==> src/syndrome0_pkg.sv <==
// Constants and types shared by the error record syndrome register 0 block
package syndrome0_pkg;
	localparam logic [15:0] BASE_OFFSET   = 16'h0020;
	localparam int          RECORD_STRIDE = 64;
	localparam int          REG_BITS      = 64;
	localparam int          HALF_BITS     = 32;
	localparam int          WIDE_COUNT    = 15;
	localparam int          NARROW_COUNT  = 7;
	localparam int          A_LSB         = 32;
	localparam int          A16_OF        = 47;
	localparam int          A8_OF         = 39;
	localparam int          B16_LSB       = 48;
	localparam int          B16_OF        = 63;
	localparam int          B8_LSB        = 40;
	localparam int          B8_OF         = 47;
	localparam int          ARMED_BIT     = 31;
	localparam int          CAPTURE_BITS  = 31;
	localparam logic [2:0]  FEAT_NONE     = 3'h0;
	localparam logic [2:0]  FEAT_COUNT8   = 3'h2;
	localparam logic [2:0]  FEAT_COUNT16  = 3'h4;
	localparam logic [1:0]  HALF_WHOLE    = 2'h0;
	localparam logic [1:0]  HALF_LOW      = 2'h1;
	localparam logic [1:0]  HALF_HIGH     = 2'h2;
	localparam logic [63:0] LOW_MASK      = 64'h0000_0000_FFFF_FFFF;
	localparam logic [63:0] HIGH_MASK     = 64'hFFFF_FFFF_0000_0000;

	typedef enum logic [2:0] {
		LAYOUT_IMPL     = 3'h0,
		LAYOUT_SINGLE8  = 3'h1,
		LAYOUT_SINGLE16 = 3'h3,
		LAYOUT_PAIR8    = 3'h2,
		LAYOUT_PAIR16   = 3'h6
	} layout_e;
endpackage

==> src/wrap_counter.sv <==
// Error counter with narrow or wide wrap point and sticky overflow flag
`timescale 1ns/1ps
module wrap_counter #(
	parameter int WIDTH  = 15,
	parameter int NARROW = 7
) (
	input  wire logic             i_clock,
	input  wire logic             i_rst,
	input  wire logic             i_narrow,
	input  wire logic             i_inc,
	input  wire logic             i_load,
	input  wire logic [WIDTH-1:0] i_load_count,
	input  wire logic             i_load_overflow,
	output logic      [WIDTH-1:0] o_count,
	output logic                  o_overflow,
	output logic                  o_wrapped
);
	logic [WIDTH-1:0] count;
	logic             overflow;
	logic [WIDTH-1:0] next_count;
	logic             next_overflow;
	logic             wraps;
	logic [WIDTH-1:0] narrow_mask;

	generate
		if (NARROW >= WIDTH || NARROW < 1) begin : g_bad
			$error("wrap_counter: NARROW must be below WIDTH");
		end
	endgenerate

	always_comb begin
		narrow_mask = {WIDTH{1'b1}} >> (WIDTH - NARROW);
		wraps = i_narrow ? ((count & narrow_mask) == narrow_mask) : (&count);
		next_count = count;
		next_overflow = overflow;
		o_wrapped = 1'b0;
		if (i_load) begin
			// A software write beats a same-cycle increment
			next_count = i_narrow ? (i_load_count & narrow_mask) : i_load_count;
			next_overflow = i_load_overflow;
		end else if (i_inc) begin
			next_count = wraps ? '0 : WIDTH'(count + 1'b1);
			if (wraps) begin
				next_overflow = 1'b1;
				o_wrapped = 1'b1;
			end
		end
	end

	// Of the two resets only cold reset clears the counters; recovery reset never reaches here
	always_ff @(posedge i_clock or posedge i_rst) begin
		if (i_rst) begin
			count <= '0;
			overflow <= 1'b0;
		end else begin
			count <= next_count;
			overflow <= next_overflow;
		end
	end

	assign o_count = count;
	assign o_overflow = overflow;
endmodule // wrap_counter

==> src/access_merge.sv <==
// Merges memory-mapped and selected-record accesses into one write strobe and mask
`timescale 1ns/1ps
module access_merge (
	input  wire logic        i_mm_hit,
	input  wire logic        i_mm_write,
	input  wire logic [63:0] i_mm_wdata,
	input  wire logic        i_sys_hit,
	input  wire logic        i_sys_write,
	input  wire logic [1:0]  i_sys_half,
	input  wire logic [63:0] i_sys_wdata,
	output logic             o_wr_en,
	output logic      [63:0] o_wr_data,
	output logic      [63:0] o_wr_mask
);
	always_comb begin
		o_wr_en = 1'b0;
		o_wr_data = '0;
		o_wr_mask = '0;
		// Memory-mapped write wins if both arrive together
		if (i_mm_hit && i_mm_write) begin
			o_wr_en = 1'b1;
			o_wr_data = i_mm_wdata;
			o_wr_mask = '1;
		end else if (i_sys_hit && i_sys_write) begin
			o_wr_en = 1'b1;
			case (i_sys_half)
				syndrome0_pkg::HALF_LOW: begin
					o_wr_data = {32'h0000_0000, i_sys_wdata[31:0]};
					o_wr_mask = syndrome0_pkg::LOW_MASK;
				end
				syndrome0_pkg::HALF_HIGH: begin
					o_wr_data = {i_sys_wdata[31:0], 32'h0000_0000};
					o_wr_mask = syndrome0_pkg::HIGH_MASK;
				end
				default: begin
					o_wr_data = i_sys_wdata;
					o_wr_mask = '1;
				end
			endcase
		end
	end
endmodule // access_merge

==> src/error_record_syndrome0.sv <==
// Syndrome register 0 of one error record with standard corrected error counters
//
// Function
// Writing zero returns record to initial state
// Zero write withdraws syndrome interrupt request
// Memory view at 0x020 plus 64 per record
// Counter layout only when feature nonzero, countable
// Single 16-bit: overflow 47, count 46:32
// Single 8-bit: overflow 39, count 38:32
// Count each corrected error; wrap sets sticky overflow
// Deferred, uncorrected error counting is our choice
// Counters kept across error recovery reset
// Overflow writes may disturb record overflow flag
// Pair 16-bit: 63, 62:48, 47, 46:32
// Pair 8-bit: 47, 46:40, 39, 38:32
// Repeat counts first error and matching syndrome
// Other counts errors not counted as repeat
// Non-counter bits are implementation defined
// Absent record reads zero, ignores writes
// Selected-record view, whole or 32-bit halves
// Syndrome interrupts disabled at cold reset
// Counters are writable by software
// Latest syndrome ignores writes while valid; here a zero write still clears it
// Feature code selects 8-bit or 16-bit counters
// Repeat-present flag selects pair layout
// Same-cycle write beats counter increment
`timescale 1ns/1ps
module error_record_syndrome0 #(
	parameter int RECORD_INDEX   = 0,
	parameter bit RECORD_PRESENT = 1'b1,
	parameter bit COUNTABLE      = 1'b1,
	parameter int ADDR_W         = 16,
	parameter int INDEX_W        = 8
) (
	input  wire logic               i_clock,
	input  wire logic               i_rst,
	input  wire logic               i_err_recovery_reset,
	input  wire logic [2:0]         i_feature_counter,
	input  wire logic               i_repeat_counter_present,
	input  wire logic               i_irq_enable,
	input  wire logic               i_syndrome_valid_flag,
	input  wire logic               i_corrected_error,
	input  wire logic [30:0]        i_other_syndrome,
	input  wire logic               i_mm_valid,
	input  wire logic               i_mm_write,
	input  wire logic [ADDR_W-1:0]  i_mm_addr,
	input  wire logic [63:0]        i_mm_wdata,
	input  wire logic               i_index_write,
	input  wire logic [INDEX_W-1:0] i_index_wdata,
	input  wire logic               i_sys_valid,
	input  wire logic               i_sys_write,
	input  wire logic [1:0]         i_sys_half,
	input  wire logic [63:0]        i_sys_wdata,
	output logic                    o_mm_ack,
	output logic      [63:0]        o_mm_rdata,
	output logic                    o_sys_ack,
	output logic      [63:0]        o_sys_rdata,
	output logic      [INDEX_W-1:0] o_record_choice_index,
	output logic                    o_fault_irq,
	output logic                    o_overflow_event
);
	localparam logic [ADDR_W-1:0] MY_ADDR =
		ADDR_W'(syndrome0_pkg::BASE_OFFSET) + ADDR_W'(syndrome0_pkg::RECORD_STRIDE * RECORD_INDEX);

	generate
		if (RECORD_INDEX < 0 || RECORD_INDEX >= (1 << INDEX_W)) begin : g_bad_index
			$error("error_record_syndrome0: RECORD_INDEX out of range");
		end
		if ((syndrome0_pkg::RECORD_STRIDE * (RECORD_INDEX + 1)) >= (1 << ADDR_W)) begin : g_bad_addr
			$error("error_record_syndrome0: ADDR_W too small for RECORD_INDEX");
		end
	endgenerate

	syndrome0_pkg::layout_e layout;
	logic        counting;
	logic        pair;
	logic        narrow;
	logic        mm_hit;
	logic        sys_hit;
	logic        wr_en;
	logic [63:0] wr_data;
	logic [63:0] wr_mask;
	logic [63:0] read_word;
	logic [63:0] merged;
	logic        wr_upper;
	logic        wr_lower;
	logic        countable;
	logic        match;
	logic        inc_a;
	logic        inc_b;
	logic [14:0] a_cnt;
	logic [14:0] b_cnt;
	logic        a_of;
	logic        b_of;
	logic        a_wrapped;
	logic        b_wrapped;
	logic [14:0] a_load_cnt;
	logic [14:0] b_load_cnt;
	logic        a_load_of;
	logic        b_load_of;

	logic [30:0]        captured;
	logic               armed;
	logic [INDEX_W-1:0] choice_index;
	logic               mm_ack;
	logic [63:0]        mm_rdata;
	logic               sys_ack;
	logic [63:0]        sys_rdata;
	logic               fault_irq;
	logic               overflow_event;

	logic [30:0]        next_captured;
	logic               next_armed;
	logic [INDEX_W-1:0] next_choice_index;
	logic               next_mm_ack;
	logic [63:0]        next_mm_rdata;
	logic               next_sys_ack;
	logic [63:0]        next_sys_rdata;
	logic               next_fault_irq;
	logic               next_overflow_event;

	// Layout decode; reserved feature codes fall back to plain syndrome
	always_comb begin
		layout = syndrome0_pkg::LAYOUT_IMPL;
		if (COUNTABLE) begin
			case (i_feature_counter)
				syndrome0_pkg::FEAT_COUNT8: layout = i_repeat_counter_present ?
					syndrome0_pkg::LAYOUT_PAIR8 : syndrome0_pkg::LAYOUT_SINGLE8;
				syndrome0_pkg::FEAT_COUNT16: layout = i_repeat_counter_present ?
					syndrome0_pkg::LAYOUT_PAIR16 : syndrome0_pkg::LAYOUT_SINGLE16;
				default: layout = syndrome0_pkg::LAYOUT_IMPL;
			endcase
		end
		counting = (layout != syndrome0_pkg::LAYOUT_IMPL);
		pair = (layout == syndrome0_pkg::LAYOUT_PAIR8) || (layout == syndrome0_pkg::LAYOUT_PAIR16);
		narrow = (layout == syndrome0_pkg::LAYOUT_SINGLE8) || (layout == syndrome0_pkg::LAYOUT_PAIR8);
	end

	// Address and selection decode
	always_comb begin
		mm_hit = i_mm_valid && (i_mm_addr == MY_ADDR);
		sys_hit = i_sys_valid && (choice_index == INDEX_W'(RECORD_INDEX));
	end

	access_merge u_merge (
		.i_mm_hit    (mm_hit),
		.i_mm_write  (i_mm_write),
		.i_mm_wdata  (i_mm_wdata),
		.i_sys_hit   (sys_hit),
		.i_sys_write (i_sys_write),
		.i_sys_half  (i_sys_half),
		.i_sys_wdata (i_sys_wdata),
		.o_wr_en     (wr_en),
		.o_wr_data   (wr_data),
		.o_wr_mask   (wr_mask)
	);

	// Read assembly and write field extraction
	always_comb begin
		read_word = '0;
		read_word[syndrome0_pkg::ARMED_BIT] = armed;
		read_word[syndrome0_pkg::CAPTURE_BITS-1:0] = captured;
		case (layout)
			syndrome0_pkg::LAYOUT_SINGLE16: begin
				read_word[syndrome0_pkg::A16_OF] = a_of;
				read_word[syndrome0_pkg::A_LSB +: 15] = a_cnt;
			end
			syndrome0_pkg::LAYOUT_SINGLE8: begin
				read_word[syndrome0_pkg::A8_OF] = a_of;
				read_word[syndrome0_pkg::A_LSB +: 7] = a_cnt[6:0];
			end
			syndrome0_pkg::LAYOUT_PAIR16: begin
				read_word[syndrome0_pkg::B16_OF] = b_of;
				read_word[syndrome0_pkg::B16_LSB +: 15] = b_cnt;
				read_word[syndrome0_pkg::A16_OF] = a_of;
				read_word[syndrome0_pkg::A_LSB +: 15] = a_cnt;
			end
			syndrome0_pkg::LAYOUT_PAIR8: begin
				read_word[syndrome0_pkg::B8_OF] = b_of;
				read_word[syndrome0_pkg::B8_LSB +: 7] = b_cnt[6:0];
				read_word[syndrome0_pkg::A8_OF] = a_of;
				read_word[syndrome0_pkg::A_LSB +: 7] = a_cnt[6:0];
			end
			default: read_word[63:32] = 32'h0000_0000;
		endcase
		if (!RECORD_PRESENT) begin
			read_word = '0;
		end
		merged = (read_word & ~wr_mask) | (wr_data & wr_mask);
		wr_upper = wr_en && RECORD_PRESENT && counting && (|wr_mask[63:32]);
		wr_lower = wr_en && RECORD_PRESENT && (|wr_mask[31:0]);
		a_load_cnt = narrow ? {8'h00, merged[syndrome0_pkg::A_LSB +: 7]}
			: merged[syndrome0_pkg::A_LSB +: 15];
		a_load_of = narrow ? merged[syndrome0_pkg::A8_OF] : merged[syndrome0_pkg::A16_OF];
		b_load_cnt = narrow ? {8'h00, merged[syndrome0_pkg::B8_LSB +: 7]}
			: merged[syndrome0_pkg::B16_LSB +: 15];
		b_load_of = narrow ? merged[syndrome0_pkg::B8_OF] : merged[syndrome0_pkg::B16_OF];
	end

	// Only corrected errors are counted; deferred and uncorrected never are
	always_comb begin
		countable = i_corrected_error && counting && RECORD_PRESENT;
		match = armed && (i_other_syndrome == captured);
		inc_a = countable && (!pair || !armed || match);
		inc_b = countable && pair && armed && !match;
	end

	wrap_counter #(
		.WIDTH  (syndrome0_pkg::WIDE_COUNT),
		.NARROW (syndrome0_pkg::NARROW_COUNT)
	) u_repeat (
		.i_clock         (i_clock),
		.i_rst           (i_rst),
		.i_narrow        (narrow),
		.i_inc           (inc_a),
		.i_load          (wr_upper),
		.i_load_count    (a_load_cnt),
		.i_load_overflow (a_load_of),
		.o_count         (a_cnt),
		.o_overflow      (a_of),
		.o_wrapped       (a_wrapped)
	);

	wrap_counter #(
		.WIDTH  (syndrome0_pkg::WIDE_COUNT),
		.NARROW (syndrome0_pkg::NARROW_COUNT)
	) u_other (
		.i_clock         (i_clock),
		.i_rst           (i_rst),
		.i_narrow        (narrow),
		.i_inc           (inc_b),
		.i_load          (wr_upper && pair),
		.i_load_count    (b_load_cnt),
		.i_load_overflow (b_load_of),
		.o_count         (b_cnt),
		.o_overflow      (b_of),
		.o_wrapped       (b_wrapped)
	);

	// Syndrome, selection and answer state
	always_comb begin
		next_captured = captured;
		next_armed = armed;
		next_choice_index = choice_index;
		if (i_index_write) begin
			next_choice_index = i_index_wdata;
		end
		if (i_err_recovery_reset) begin
			next_captured = '0;
			next_armed = 1'b0;
		end else if (wr_lower) begin
			// Zero always lands; other values are dropped, not held, while the syndrome valid flag is set
			if (merged[31:0] == 32'h0000_0000) begin
				next_captured = '0;
				next_armed = 1'b0;
			end else if (!i_syndrome_valid_flag) begin
				next_captured = merged[syndrome0_pkg::CAPTURE_BITS-1:0];
				next_armed = merged[syndrome0_pkg::ARMED_BIT];
			end
		end else if (countable && !armed) begin
			next_captured = i_other_syndrome;
			next_armed = 1'b1;
		end
		next_mm_ack = mm_hit;
		next_mm_rdata = (mm_hit && !i_mm_write) ? read_word : '0;
		next_sys_ack = sys_hit;
		next_sys_rdata = '0;
		if (sys_hit && !i_sys_write) begin
			case (i_sys_half)
				syndrome0_pkg::HALF_LOW: next_sys_rdata = {32'h0000_0000, read_word[31:0]};
				syndrome0_pkg::HALF_HIGH: next_sys_rdata = {32'h0000_0000, read_word[63:32]};
				default: next_sys_rdata = read_word;
			endcase
		end
		next_fault_irq = i_irq_enable && (a_of || (pair && b_of));
		next_overflow_event = a_wrapped || b_wrapped;
	end

	always_ff @(posedge i_clock or posedge i_rst) begin
		if (i_rst) begin
			captured <= '0;
			armed <= 1'b0;
			choice_index <= '0;
			mm_ack <= 1'b0;
			mm_rdata <= '0;
			sys_ack <= 1'b0;
			sys_rdata <= '0;
			fault_irq <= 1'b0;
			overflow_event <= 1'b0;
		end else begin
			captured <= next_captured;
			armed <= next_armed;
			choice_index <= next_choice_index;
			mm_ack <= next_mm_ack;
			mm_rdata <= next_mm_rdata;
			sys_ack <= next_sys_ack;
			sys_rdata <= next_sys_rdata;
			fault_irq <= next_fault_irq;
			overflow_event <= next_overflow_event;
		end
	end

	assign o_mm_ack = mm_ack;
	assign o_mm_rdata = mm_rdata;
	assign o_sys_ack = sys_ack;
	assign o_sys_rdata = sys_rdata;
	assign o_record_choice_index = choice_index;
	assign o_fault_irq = fault_irq;
	assign o_overflow_event = overflow_event;
endmodule // error_record_syndrome0

==> config.mk <==
export PLATFORM = sky130hd
export DESIGN_NAME = error_record_syndrome0
export DESIGN_NICKNAME = d
export VERILOG_FILES = /design/src/syndrome0_pkg.sv /design/src/wrap_counter.sv /design/src/access_merge.sv /design/src/error_record_syndrome0.sv
export SDC_FILE = /design/constraint.sdc
export NUM_CORES = 1
export LEC_CHECK = 0
export ABC_AREA = 1
export BUFFER_PORTS_ARGS = -buffer_cell sky130_fd_sc_hd__buf_2
export CORE_MARGIN = 2
export CORE_UTILIZATION = 55
export CTS_CLUSTER_SIZE = 8
export DETAILED_ROUTE_END_ITERATION = 6
export GPL_ROUTABILITY_DRIVEN = 0
export PLACE_DENSITY = 0.94
export SLEW_MARGIN = 20
export SYNTH_ARGS = -nofsm -noshare
export SYNTH_HDL_FRONTEND = slang
export SYNTH_HIERARCHICAL = 1
export SYNTH_SLANG_ARGS = --single-unit
==> constraint.sdc <==
create_clock -name i_clock -period 15.35 [get_ports i_clock]
set_clock_uncertainty 0.15 [all_clocks]
set_input_delay 1.535 -clock i_clock [delete_from_list [all_inputs] [get_ports i_clock]]
set_output_delay 1.535 -clock i_clock [all_outputs]
set_load 0.03 [all_outputs]
==> impl_metrics.yaml <==
cts:
  cts_buffers: 29
  htree_levels: 1
  worst_skew_pair.late_latency_ps: 540
  post_cts_buffers: 0
  clkSinkCount: 204
  cts_resized: 0
  path_clk_slew_ps: 60
  cts_tree: "yes"
  clockBufferDepth: 3
  root_buffer: "clkbuf_16"
  holdBufCountCts: 0
critical_path:
  r2r-start: "o_record_choice_index[7]"
  critical_path.top_delay_family: "simple AND/OR/NAND/NOR gates"
  cp_slowest_cell: "inv_4"
  cp_slowest_stage_delay_ps: 550
  cp_max_fo: 65
  rr_worst_depth: 15
  cp_common_cell: "nand2_1"
  worst-path-buf-inv: 3
  cp_cell_sequence: "buf_2 > nor4_1 > and2_1 > and3_1 > nand2_2 > inv_4 > nor2_8 > nand2_1 > nand2_1 > inv_1 > nand2_1 > o21ai_0 > nand2_1 > nor2_1 > nand2_1 > nor2_1 > nand2_1 > nand3_2 > nand2_2 > nand2_1 > nand2_1"
  crit_path_end_kind: "register"
  critPathKind: "primary input to register"
  crit_path_start_kind: "primary input"
  reg2reg_slack_ps: 10670
  worstPathArrival_ps: 5750
  crit_required_ps: 15610
  r2r-end: "u_other/o_overflow"
  startpoint: "i_mm_addr[11]"
cells_and_area:
  layout_commonest_cell: "nand2_1"
  synthToLayoutAreaGrowth_pct: 14.7
  final_cell_mix: "nand2_1, buf_2, nor2_1"
  final_nets: 2481
  stdcell_count: 2599
  drive_above_1_share_pct: 19.7
place:
  port_buffers: 339
  dp_cells: 2566
  hpwl_mm: 33.9
run_status:
  violations: "design-rule violations"
  status: "finished, violations left"
drt:
  drc_errors: 1
  initialDrtViolationCount: 2270
  wl_per_cell_um: 17.8
  antenna_left: 0
  via_count: 14800
  routed_via_density: 5.68
  wirelength_mm: 46.2
  dr.pass1.iters: 7
floorplan:
  rows: 57
  dieArea_sq_mm: 0.0259
  io_pins: 340
  core_sq_mm: 0.0242
  die_h_um: 161
  start_util_pct: 55.8
  fp.dieW_um: 161
yosys:
  syn_nets: 2246
  yosysWarnings: 6
  syn_area_sq_mm: 0.0135
  yosysSeqAreaShare_pct: 37.7
  synth_top_area_share_pct: 37.7
  synthFlopType: "dfrtp_1"
  synth_cell_types: 47
  synth.avg_cell_area_sq_um: 6.64
  async_reset_ff_share_pct: 100
  ys_top_cells_by_area: "dfrtp_1, nand2_1, nor2_1, inv_1, nand3_1"
  synth_enable_flop_cells: 0
  ys_ff_latch: 204
  synth_top_area_cell: "dfrtp_1"
  syn_inst: 2038
timing:
  slew_headroom_pct: 30.4
  finalSetupViolations: 0
  min_period_ps: 5490
  final-max-slew-violation-count: 0
  fin_setup_tns_ps: 0
  fmax_ghz: 0.182
  hold_viol: 0
  period_share_pct: 35.8
  worstMarginPinSlew_ps: 1040
  rsz0062_at_grt: "no"
power_and_ir_drop:
  p_per_area_mw_per_mm2: 95.2
  p_leak_nw: 8.90
  ir_worst_vdd_uv: 59.9
hold_path:
  hold_depth: 1
  min_to: "o_sys_ack"
  hp-class: "register to register"
  hp-start: "o_record_choice_index[1]"
grt:
  grt_pass1_wl_mm: 71.8
  use_met3_pct: 7.70
  grt_most_used_layer: "met2"
  grt_overflow: 0
  grt_util_met1_pct: 45.9
  antenna_found_initial: 2
  grt_max_degree: 97
  grt_pass1_vias: 13800
  track_usage_pct: 34.9
  met2_usage_pct: 54.3
flow_run:
  drv_cap: 0
## state kept, by name (all words and copies together), names as in the netlist
name	count
u_repeat/o_count	15
o_fault_irq	1
u_other/o_count	15
o_overflow_event	1
o_mm_rdata	64
captured	31
o_sys_rdata	64
u_other/o_overflow	1
o_sys_ack	1
o_record_choice_index	8
o_mm_ack	1
armed	1
u_repeat/o_overflow	1
## cell families (layout without fill, tap and decap cells)
| logic type | count (synthesis) | count (layout) | synth area share, % |
|---|---|---|---|
| AOI/OAI and AO/OA | 207 | 207 | 8.58 |
| xor gates and xnor gates | 22 | 22 | 1.42 |
| adders and majority gates | 8 | 8 | 0.740 |
| buffers and inverters | 432 | 667 | 15.1 |
| DFF | 204 | 204 | 37.7 |
| muxes | 3 | 3 | 0.240 |
| other | 0 | 2 | 0 |
| and+or+nand+nor | 1162 | 1162 | 36.2 |
## worst max path at each step
stage	end	slack (ps)	depth (start not counted)
finish	captured[4]	9860	21
floorplan	armed	9000	1
CTS	captured[9]	9970	21
detailed placement	captured[28]	9500	21
global route	captured[9]	9450	21
global placement	captured[1]	9760	21
## area by class of cell
class | count | area, sq um
Antenna cell | 2 | 5.00
Fill cell | 2076 | 8730
Timing Repair Buffer | 350 | 1780
Multi-Input combinational cell | 1402 | 6400
Clock buffer | 30 | 729
Tap cell | 324 | 405
Sequential cell | 204 | 5100
Clock inverter | 1 | 5.00
Inverter | 286 | 1080
## power breakdown
part           leakage [nW]  switching (mW)  internal (mW)
clock                 0.362           0.226          0.328
sequential             2.74          0.0580          0.573
combinational          5.80           0.191          0.100
total                  8.90           0.475           1.00
## per-stage QoR
step	hold WS [ps]	instance area (sq um)	power, mW	utilization, %	worst slack [ps]
2_1_floorplan	305	13500	0.817	-	9000
3_3_place_gp	321	14800	0.901	60.9	9760
3_5_place_dp	345	14800	0.915	60.9	9500
4_1_cts	345	15500	1.46	64.0	9970
5_1_grt	366	15500	1.54	64.0	9450
6_report	351	15500	1.48	64.0	9860
## per-layer routing
layer | up-vias | part of all wire [%]
met2 | 1243 | 45
met5 | - | 0
li1 | 6689 | -
met4 | 0 | 6.1
met3 | 251 | 13
met1 | 6585 | 37
## synthesized netlist by cell type (all sizes together) (2+ instances only)
master  number
a211oi       6
a21oi       93
a22oi       17
and3         2
buf        113
clkbuf      33
clkinv       2
dfrtp      204
ha           8
inv        284
mux2         2
nand2      614
nand3      160
nand3b       6
nand4       19
nor2       323
nor3         6
nor3b        4
nor4        12
o21ai       77
o22ai        8
o31ai        2
o41ai        2
or2         15
xnor2       15
xor2         7
(Power assumes the default switching activity.)
